[src/hdl/cmpc_pkg.sv]
// package: register map, field positions and codes for the comparator control block
// assumes: 32-bit axi4-lite slave, one aligned word per register
`default_nettype none
package cmpc_pkg;
    // printed offsets are not all multiples of four: they are indices, byte address is index * 4
    localparam logic [2:0] CMPC_IDX_CONTROL = 3'h0;
    localparam logic [2:0] CMPC_IDX_INPUT_SELECT = 3'h2;
    localparam logic [2:0] CMPC_IDX_IRQ_ENABLE = 3'h6;
    localparam logic [2:0] CMPC_IDX_STATUS = 3'h7;
    localparam int CMPC_ADDR_LSB = 2;
    localparam int CMPC_IDX_W = 3;
    localparam logic [7:0] CMPC_CONTROL_RST = 8'h00;
    localparam logic [7:0] CMPC_INPUT_SELECT_RST = 8'h00;
    localparam logic [7:0] CMPC_IRQ_ENABLE_RST = 8'h00;
    // control register fields
    localparam int CMPC_BIT_ENABLE = 0;
    localparam int CMPC_HYS_LO = 1;
    localparam int CMPC_HYS_HI = 2;
    localparam int CMPC_EDGE_LO = 4;
    localparam int CMPC_EDGE_HI = 5;
    localparam int CMPC_BIT_OUTPUT_PAD_ENABLE = 6;
    localparam int CMPC_BIT_RUN_IN_STANDBY = 7;
    // input select fields
    localparam int CMPC_NEG_LO = 0;
    localparam int CMPC_NEG_HI = 1;
    localparam int CMPC_BIT_POS = 3;
    localparam int CMPC_BIT_INVERT = 7;
    // irq enable and status fields
    localparam int CMPC_BIT_IRQ = 0;
    localparam int CMPC_BIT_STATE = 4;
    // edge select codes
    localparam logic [1:0] CMPC_ANY_EDGE_CODE = 2'h0;
    localparam logic [1:0] CMPC_FALL_EDGE_CODE = 2'h2;
    localparam logic [1:0] CMPC_RISE_EDGE_CODE = 2'h3;
    // hysteresis codes
    localparam logic [1:0] CMPC_HYS_OFF = 2'h0;
    localparam logic [1:0] CMPC_HYS_10MV = 2'h1;
    localparam logic [1:0] CMPC_HYS_25MV = 2'h2;
    localparam logic [1:0] CMPC_HYS_50MV = 2'h3;
    // input select codes and axi response codes
    localparam logic [1:0] CMPC_NEG_PIN_ZERO = 2'h0;
    localparam logic [1:0] CMPC_NEG_VREF = 2'h2;
    localparam logic CMPC_POS_PIN_ZERO = 1'b0;
    localparam logic [1:0] CMPC_RESP_OKAY = 2'h0;
    localparam logic [1:0] CMPC_RESP_SLVERR = 2'h2;
    // sleep modes seen by the block
    typedef enum logic [1:0] {
        CMPC_SLEEP_ACTIVE,
        CMPC_SLEEP_IDLE,
        CMPC_SLEEP_STANDBY,
        CMPC_SLEEP_POWER_DOWN
    } cmpc_sleep_t;
endpackage : cmpc_pkg
`default_nettype wire

[src/hdl/cmpc_top.sv]
// comparator control and status logic behind an axi4-lite register slave
// assumes: analog core outside; its raw output is asynchronous to aclk; sleep state from the power manager
//
// The implementer's own choice: the AXI4-Lite interface to the registers.
`default_nettype none
module cmpc_top
    import cmpc_pkg::*;
(
    input wire logic aclk,
    input wire logic aresetn,
    input wire logic [31:0] s_axi_awaddr,
    input wire logic [2:0] s_axi_awprot,
    input wire logic s_axi_awvalid,
    output logic s_axi_awready,
    input wire logic [31:0] s_axi_wdata,
    input wire logic [3:0] s_axi_wstrb,
    input wire logic s_axi_wvalid,
    output logic s_axi_wready,
    output logic [1:0] s_axi_bresp,
    output logic s_axi_bvalid,
    input wire logic s_axi_bready,
    input wire logic [31:0] s_axi_araddr,
    input wire logic [2:0] s_axi_arprot,
    input wire logic s_axi_arvalid,
    output logic s_axi_arready,
    output logic [31:0] s_axi_rdata,
    output logic [1:0] s_axi_rresp,
    output logic s_axi_rvalid,
    input wire logic s_axi_rready,
    input wire cmpc_sleep_t sleep_mode,
    input wire logic comparator_raw,
    output logic comparator_enable,
    output logic [1:0] hysteresis_select,
    output logic positive_input_select,
    output logic [1:0] negative_input_select,
    output logic comparator_out_pin,
    output logic comparator_out_pin_oe,
    output logic comparator_event,
    output logic irq
);
    // ============================================================
    // registers
    logic [7:0] control_r;
    logic [7:0] input_select_r;
    logic [7:0] irq_enable_r;
    logic flag_r;
    logic [2:0] sync_r;
    logic prev_r;
    logic [31:0] awaddr_r;
    logic [31:0] wdata_r;
    logic [3:0] wstrb_r;
    logic aw_held_r;
    logic w_held_r;
    logic bvalid_r;
    logic [1:0] bresp_r;
    logic rvalid_r;
    logic [31:0] rdata_r;
    logic [1:0] rresp_r;

    // ============================================================
    // sleep and enable decode
    wire logic in_standby = (sleep_mode == CMPC_SLEEP_STANDBY);
    wire logic in_power_down = (sleep_mode == CMPC_SLEEP_POWER_DOWN);
    wire logic run_in_standby = control_r[CMPC_BIT_RUN_IN_STANDBY];
    wire logic output_pad_enable = control_r[CMPC_BIT_OUTPUT_PAD_ENABLE];
    wire logic [1:0] irq_edge_select = control_r[CMPC_EDGE_HI:CMPC_EDGE_LO];
    wire logic invert = input_select_r[CMPC_BIT_INVERT];
    wire logic active = control_r[CMPC_BIT_ENABLE]
        & ~in_power_down
        & ~(in_standby & ~run_in_standby);
    // edge detect runs on aclk only outside standby and power-down; the synchronizer always runs
    wire logic status_live = ~in_standby & ~in_power_down;

    assign comparator_enable = active;
    assign hysteresis_select = control_r[CMPC_HYS_HI:CMPC_HYS_LO];
    assign positive_input_select = input_select_r[CMPC_BIT_POS];
    assign negative_input_select = input_select_r[CMPC_NEG_HI:CMPC_NEG_LO];

    // ============================================================
    // output path
    wire logic cmp_out = (comparator_raw ^ invert) & active;
    assign comparator_event = cmp_out;
    assign comparator_out_pin = cmp_out;
    assign comparator_out_pin_oe = output_pad_enable & active;

    // ============================================================
    // synchronizer and edge detect
    wire logic state_now = sync_r[2];
    wire logic rise = state_now & ~prev_r;
    wire logic fall = ~state_now & prev_r;
    wire logic edge_hit = status_live & (
        ((irq_edge_select == CMPC_ANY_EDGE_CODE) & (rise | fall)) |
        ((irq_edge_select == CMPC_FALL_EDGE_CODE) & fall) |
        ((irq_edge_select == CMPC_RISE_EDGE_CODE) & rise));

    always_ff @(posedge aclk) begin
        if (!aresetn) begin
            sync_r <= 3'h0;
            prev_r <= 1'b0;
        end else begin
            sync_r <= {sync_r[1:0], cmp_out};
            if (status_live) begin
                prev_r <= state_now;
            end
        end
    end

    // ============================================================
    // axi4-lite write channel
    wire logic [CMPC_IDX_W-1:0] widx = awaddr_r[CMPC_ADDR_LSB +: CMPC_IDX_W];
    wire logic waddr_ok = (awaddr_r[31:CMPC_ADDR_LSB+CMPC_IDX_W] == '0) & (awaddr_r[1:0] == 2'h0);
    wire logic wr_go = aw_held_r & w_held_r & ~bvalid_r;
    wire logic wr_lane = wstrb_r[0];
    wire logic wr_ctrl = wr_go & waddr_ok & wr_lane & (widx == CMPC_IDX_CONTROL);
    wire logic wr_isel = wr_go & waddr_ok & wr_lane & (widx == CMPC_IDX_INPUT_SELECT);
    wire logic wr_ien = wr_go & waddr_ok & wr_lane & (widx == CMPC_IDX_IRQ_ENABLE);
    wire logic wr_stat = wr_go & waddr_ok & wr_lane & (widx == CMPC_IDX_STATUS);
    wire logic wr_hit = waddr_ok & ((widx == CMPC_IDX_CONTROL) | (widx == CMPC_IDX_INPUT_SELECT) |
        (widx == CMPC_IDX_IRQ_ENABLE) | (widx == CMPC_IDX_STATUS));
    wire logic flag_clear = wr_stat & wdata_r[CMPC_BIT_IRQ];

    assign s_axi_awready = ~aw_held_r;
    assign s_axi_wready = ~w_held_r;
    assign s_axi_bvalid = bvalid_r;
    assign s_axi_bresp = bresp_r;

    always_ff @(posedge aclk) begin
        if (!aresetn) begin
            aw_held_r <= 1'b0;
            w_held_r <= 1'b0;
            awaddr_r <= 32'h0;
            wdata_r <= 32'h0;
            wstrb_r <= 4'h0;
            bvalid_r <= 1'b0;
            bresp_r <= CMPC_RESP_OKAY;
        end else begin
            if (s_axi_awvalid && !aw_held_r) begin
                aw_held_r <= 1'b1;
                awaddr_r <= s_axi_awaddr;
            end
            if (s_axi_wvalid && !w_held_r) begin
                w_held_r <= 1'b1;
                wdata_r <= s_axi_wdata;
                wstrb_r <= s_axi_wstrb;
            end
            if (wr_go) begin
                aw_held_r <= 1'b0;
                w_held_r <= 1'b0;
                bvalid_r <= 1'b1;
                bresp_r <= wr_hit ? CMPC_RESP_OKAY : CMPC_RESP_SLVERR;
            end else if (bvalid_r && s_axi_bready) begin
                bvalid_r <= 1'b0;
            end
        end
    end

    // ============================================================
    // control registers and interrupt flag
    always_ff @(posedge aclk) begin
        if (!aresetn) begin
            control_r <= CMPC_CONTROL_RST;
            input_select_r <= CMPC_INPUT_SELECT_RST;
            irq_enable_r <= CMPC_IRQ_ENABLE_RST;
            flag_r <= 1'b0;
        end else begin
            if (wr_ctrl) begin
                control_r <= wdata_r[7:0];
            end
            if (wr_isel) begin
                input_select_r <= wdata_r[7:0];
            end
            if (wr_ien) begin
                irq_enable_r <= wdata_r[7:0];
            end
            if (edge_hit) begin
                flag_r <= 1'b1;
            end else if (flag_clear) begin
                flag_r <= 1'b0;
            end
        end
    end

    assign irq = flag_r & irq_enable_r[CMPC_BIT_IRQ];

    // ============================================================
    // axi4-lite read channel
    wire logic [CMPC_IDX_W-1:0] ridx = s_axi_araddr[CMPC_ADDR_LSB +: CMPC_IDX_W];
    wire logic raddr_ok = (s_axi_araddr[31:CMPC_ADDR_LSB+CMPC_IDX_W] == '0) & (s_axi_araddr[1:0] == 2'h0);
    wire logic [7:0] status_view = 8'h00 | (8'(state_now) << CMPC_BIT_STATE) | 8'(flag_r);
    wire logic [7:0] rd_byte =
        (ridx == CMPC_IDX_CONTROL) ? control_r :
        (ridx == CMPC_IDX_INPUT_SELECT) ? input_select_r :
        (ridx == CMPC_IDX_IRQ_ENABLE) ? irq_enable_r :
        (ridx == CMPC_IDX_STATUS) ? status_view : 8'h00;
    wire logic rd_hit = raddr_ok & ((ridx == CMPC_IDX_CONTROL) | (ridx == CMPC_IDX_INPUT_SELECT) |
        (ridx == CMPC_IDX_IRQ_ENABLE) | (ridx == CMPC_IDX_STATUS));

    assign s_axi_arready = ~rvalid_r;
    assign s_axi_rvalid = rvalid_r;
    assign s_axi_rdata = rdata_r;
    assign s_axi_rresp = rresp_r;

    always_ff @(posedge aclk) begin
        if (!aresetn) begin
            rvalid_r <= 1'b0;
            rdata_r <= 32'h0;
            rresp_r <= CMPC_RESP_OKAY;
        end else if (s_axi_arvalid && !rvalid_r) begin
            rvalid_r <= 1'b1;
            rdata_r <= {24'h0, rd_hit ? rd_byte : 8'h00};
            rresp_r <= rd_hit ? CMPC_RESP_OKAY : CMPC_RESP_SLVERR;
        end else if (rvalid_r && s_axi_rready) begin
            rvalid_r <= 1'b0;
        end
    end
endmodule : cmpc_top
`default_nettype wire

[config.mk]
export PLATFORM = sky130hd
export DESIGN_NAME = cmpc_top
export DESIGN_NICKNAME = d
export VERILOG_FILES = /design/src/hdl/cmpc_pkg.sv /design/src/hdl/cmpc_top.sv
export SDC_FILE = /design/constraint.sdc
export NUM_CORES = 1
export LEC_CHECK = 0
export BUFFER_PORTS_ARGS = -buffer_cell sky130_fd_sc_hd__buf_2
export CAP_MARGIN = 10
export CELL_PAD_IN_SITES_DETAIL_PLACEMENT = 1
export CELL_PAD_IN_SITES_GLOBAL_PLACEMENT = 1
export CORE_AREA = 2 2 81 142
export CTS_BUF_LIST = sky130_fd_sc_hd__clkbuf_4 sky130_fd_sc_hd__clkbuf_8 sky130_fd_sc_hd__clkbuf_16
export CTS_CLUSTER_SIZE = 24
export DETAILED_ROUTE_END_ITERATION = 6
export DIE_AREA = 0 0 83 144
export GPL_ROUTABILITY_DRIVEN = 0
export PLACE_DENSITY_LB_ADDON = 0.15
export SLEW_MARGIN = 10
export SYNTH_ARGS = -nofsm -noshare
export SYNTH_HDL_FRONTEND = slang
export SYNTH_SLANG_ARGS = --single-unit
[constraint.sdc]
create_clock -name aclk -period 4.46 [get_ports aclk]
set_input_delay 0.446 -clock aclk [delete_from_list [all_inputs] [get_ports aclk]]
set_output_delay 0.446 -clock aclk [all_outputs]
set_load 0.01 [all_outputs]
After elaboration in Yosys (flattened, before gate mapping)
Cells that the tools add are included.
Word-level totals
  register bits after elaboration: 86
  bits of input ports: 116
  output and inout bits: 51
  word-level logic and storage cells: 106
Cells by class
  equality and inequality tests: 10
  multiplexer cells: 13
  bitwise logic cells: 48
  reduce and logical (&&, ||, !) cells: 19
Operators with widths (count)
  27-bit zero test: 2
  8-bit two-way mux: 4
  1-bit bitwise AND: 26
  3-bit == test, second input constant: 4
  1-bit NOT: 11
  1-bit OR: 9
  2-bit == test, second input constant: 4
  3-bit by 2-bit == test with 1-bit output, second input constant: 2
  2-bit zero test: 3
  3-bit zero test: 2
  1-bit two-way mux: 6
  2-bit nonzero test: 3
  1-bit logical AND: 5
  5-bit two-way mux: 1
  5-bit by 1-bit OR with 5-bit output: 1
  2-bit two-way mux: 2
  1-bit zero test: 3
  2-bit OR reduction: 1
  1-bit XOR: 1

Longest topological paths before layout
  depth after elaboration: 8
  mapped depth: 6
  gate-level depth less buffers: 6

Least setup slack after synthesis
Ideal clock, no wire load.
  path kind: input-to-reg
  from: input port s_axi_araddr[11]
  to: register rdata_r[1], in the netlist s_axi_rdata[1]
  setup time: 60 ps
  arrival time: 1890 ps
  required time: 4400 ps
  path slack: 2510 ps
  stages on the path: 4
  path buffers: 0
  cells stage by stage: or4_1 or4_4 nor4_4 a22o_1
Between the ends
  word-level cells in the longest chain between the ends: 4
Ends and longest elaborated chain
  start, declared: RTL line cmpc_top.sv:22  | input wire logic [31:0] s_axi_araddr,
  27-bit zero test: RTL line cmpc_top.sv:188  | wire logic raddr_ok = (s_axi_araddr[31:CMPC_ADDR_LSB+CMPC_IDX_W] == '0) & (s_axi_araddr[1:0] == 2'h0);
  1-bit bitwise AND: RTL line cmpc_top.sv:188
  1-bit bitwise AND: RTL line cmpc_top.sv:195  | wire logic rd_hit = raddr_ok & ((ridx == CMPC_IDX_CONTROL) | (ridx == CMPC_IDX_INPUT_SELECT) |
  8-bit two-way mux: RTL line cmpc_top.sv:210  | rdata_r <= {24'h0, rd_hit ? rd_byte : 8'h00};
  end signal, assigned: RTL line cmpc_top.sv:210
  end, declared: RTL line cmpc_top.sv:57  | logic [31:0] rdata_r;
Every way passes these cells.
A chain may end at the register's enable or synchronous reset.

Final worst setup path
  from: register awaddr_r[22]
  to: register control_r[4]
Between the ends
  word-level cells in the longest chain between the ends: 5
Ends and longest elaborated chain
  start, declared: RTL line cmpc_top.sv:49  | logic [31:0] awaddr_r;
  start signal, assigned: RTL line cmpc_top.sv:139  | awaddr_r <= s_axi_awaddr;
  27-bit zero test: RTL line cmpc_top.sv:111  | wire logic waddr_ok = (awaddr_r[31:CMPC_ADDR_LSB+CMPC_IDX_W] == '0) & (awaddr_r[1:0] == 2'h0);
  1-bit bitwise AND: RTL line cmpc_top.sv:111
  1-bit bitwise AND (3 in a row): RTL line cmpc_top.sv:114  | wire logic wr_ctrl = wr_go & waddr_ok & wr_lane & (widx == CMPC_IDX_CONTROL);
  end signal, assigned: RTL line cmpc_top.sv:167  | control_r <= wdata_r[7:0];
  end, declared: RTL line cmpc_top.sv:43  | logic [7:0] control_r;
Every way passes these cells.

==> flow_summary.toml <==
[status]
status = "complete, no violations"

[global_route]
met2_usage_pct = 32.0
grt_max_degree = 52
grt_usage_pct = 15.9
met3_usage_pct = 4.51
grt_overflow_total = 0
grt_pass1_wl_um = 15200
grt.busiest_layer = "met2"
grt_pass1_vias = 3214
antenna_found_initial = 0
globalRouteMet1Util_pct = 15.4

[cells_and_area]
final.fill_count = 1328
area_growth_pct = 21.4
stdcell_count = 665
layout-drive-gt1-share_pct = 25.3
nets = 646
layout_common_cells = "nand2_1, buf_2, dfxtp_1"
multiInputGateArea_um2 = 1870
seq_area_um2 = 1680
layout_commonest_cell = "nand2_1"
utilization_pct = 42.3
diodes = 0

[setup_path]
crit_family = "simple AND/OR/NAND/NOR gates"
worstPathCellList = "nor4_1 > and4_1 > and4_1 > mux2i_1"
worstSetupEndpointType = "flop"
worst_r2r_path_depth = 4
path_buf_inv = 0
cp.required_ns = 4.72
worst-path-stages = 4
start_kind = "flop"
slowest_delay_ns = 0.59
rrSetupSlack_ns = 2.38
r2r_start = "awaddr_r[22]$_SDFFE_PN0P_"
cp_data_arrival_time_ns = 2.33
crit_type = "reg2reg"
crit_top_cell = "and4_1"
critPathMaxFanout = 8
regToRegEndpoint = "control_r[4]$_SDFFE_PN0P_"
cp-startpoint = "awaddr_r[22]$_SDFFE_PN0P_"
crit_slowest_cell = "and4_1"

[cts]
cts-root-buf = "clkbuf_16"
clock-sinks = 84
cts_tree = "done"
cts_hold_buf = 0
cts_resized = 0
cts_setup_buffers = 0
h-tree-depth = 3
clock_path_buffers = 2
cts_buffers = 9
clock_latency_ns = 0.33
clkTransAtPathRegs_ns = 0.06

[sta]
fin_crit_ns = 2.08
setup_viol = 0
post-route-period-util_pct = 46.5
relSlewSlack_pct = 29.1
fmax_mhz = 482
whs_ns = 0.358
drv_slew = 0
fin_skew_ns = 0.00803
worstMarginPinSlew_ns = 1.06
rsz0062_at_grt = "false"
finalHoldViolations = 0
setup_tns_ns = 0

[die]
die_w_um = 83
num_rows = 51
initial_core_util_pct = 34.9
die_area_um2 = 12000
coreArea_um2 = 10900
die-height_um = 144
ioPinCount = 167

[logic_synthesis]
netlist.area_leader.share_pct = 44.2
ys_types = 40
netlist_area_um2 = 3810
synth_seq_cells = 84
avgSynthCellArea_um2 = 8.67
yosys-top-cells-area = "dfxtp_1, nand2_1, mux2i_1, a21boi_0, buf_4"
ys_seq_area_share_pct = 44.2
syn_inst = 439
yosysTopAreaCell = "dfxtp_1"
ys_warn_count = 0

[route]
viasPerCell = 4.85
drt-total-wl_um = 9600
drtPass1Iterations = 4
drt_iter0_markers = 85
routed-via-count = 3222
postRouteAntennaNets = 0
routedWlPerCell_um = 14.4
drc = 0

[min_path]
hold_depth = 3
hold_start = "s_axi_awaddr[5]"
hold_end = "awaddr_r[5]$_SDFFE_PN0P_"
hp-class = "in2reg"

[placement]
port_buffers = 107
dpl.cell_count = 649
dp_hpwl_um = 7400

[run]
drv_cap = 0

[power_and_ir_drop]
power_per_cell_area_nw_per_um2 = 380
ir_drop_v = 0.000200
power_leakage_nw = 2.11
p_total_mw = 1.76
-- per-layer routing --
| metal | wire (um) | share of wire, % |
|---|---|---|
| met5 | 0 | 0 |
| met4 | 74 | 0.77 |
| met3 | 542 | 5.6 |
| met2 | 5580 | 58 |
| met1 | 3400 | 35 |
-- worst register-to-register path, cell delays in order, from the launching register on --
cell and delay, ns:
dfxtp_1 0.31, nor4_1 0.47, and4_1 0.38, and4_1 0.59, mux2i_1 0.24
-- power breakdown --
group          leakage, nW  total [mW]  internal (mW)  switching (mW)
Clock                0.159       0.813          0.514           0.299
Combinational         1.27       0.152         0.0616          0.0907
Sequential           0.684       0.792          0.776          0.0157
Total                 2.11        1.76           1.35           0.406
-- sequential cells by signal (all words and copies together), names as in the netlist, 3 cells and up --
| name | cells |
|---|---|
| irq_enable_r | 8 |
| awaddr_r | 32 |
| control_r | 8 |
| wdata_r | 8 |
| input_select_r | 8 |
| s_axi_rdata | 8 |
| sync_r | 3 |
-- final cells by class --
| cell class | instances | area share (%) |
|---|---|---|
| clock buffers | 11 | 5.33 |
| clock inverters | 5 | 1.84 |
| inverters | 5 | 0.406 |
| multi-input cells | 319 | 40.5 |
| flip-flops and latches | 84 | 36.4 |
| well taps | 132 | 3.57 |
| repair buffers | 109 | 11.9 |
-- cells in the mapped netlist (all sizes together) --
cell type and count:
nand2 126, dfxtp 84, a21boi 42, mux2i 35
buf 34, clkbuf 22, nor4 12, nor2 8
and2 7, nand2b 6, o21ai 6, a22o 5
inv 5, nand4 5, a31o 4, and3 4
nor2b 4, nor3 4, a21oi 3, and4 3
ha 2, nand3 2, nor3b 2, o211a 2
o32ai 2, or2 2, or4 2, a21o 1
and3b 1, conb 1, o211ai 1, o21a 1
xor2 1
-- cells by family after synthesis --
group                      count (synthesis)  share of synthesized area (%)
and+or+nand+nor                          188                           23.2
AOI/OAI and AO/OA                         67                           13.2
adders and majority gates                  2                          0.657
other                                      1                         0.0985
muxes                                     35                           9.20
buffers and inverters                     61                           9.14
DFF                                       84                           44.2
xor gates and xnor gates                   1                          0.230
-- through the flow --
stage               worst slack, ns  instance area, um^2
global route                   2.23                 4620
detailed placement             2.27                 4290
finish                         2.38                 4620
global placement               2.28                 4290
CTS                            2.28                 4620
floorplan                      2.51                 3900
-- worst max path at each step --
| stage | endpoint |
|---|---|
| detailed placement | s_axi_rdata[1]$_SDFFE_PN0P_ |
| global route | control_r[4]$_SDFFE_PN0P_ |
| global placement | s_axi_rdata[5]$_SDFFE_PN0P_ |
| floorplan | s_axi_rdata[1]$_SDFFE_PN0P_ |
| finish | control_r[4]$_SDFFE_PN0P_ |
| CTS | control_r[5]$_SDFFE_PN0P_ |
Power figures use the tool's default switching activity.
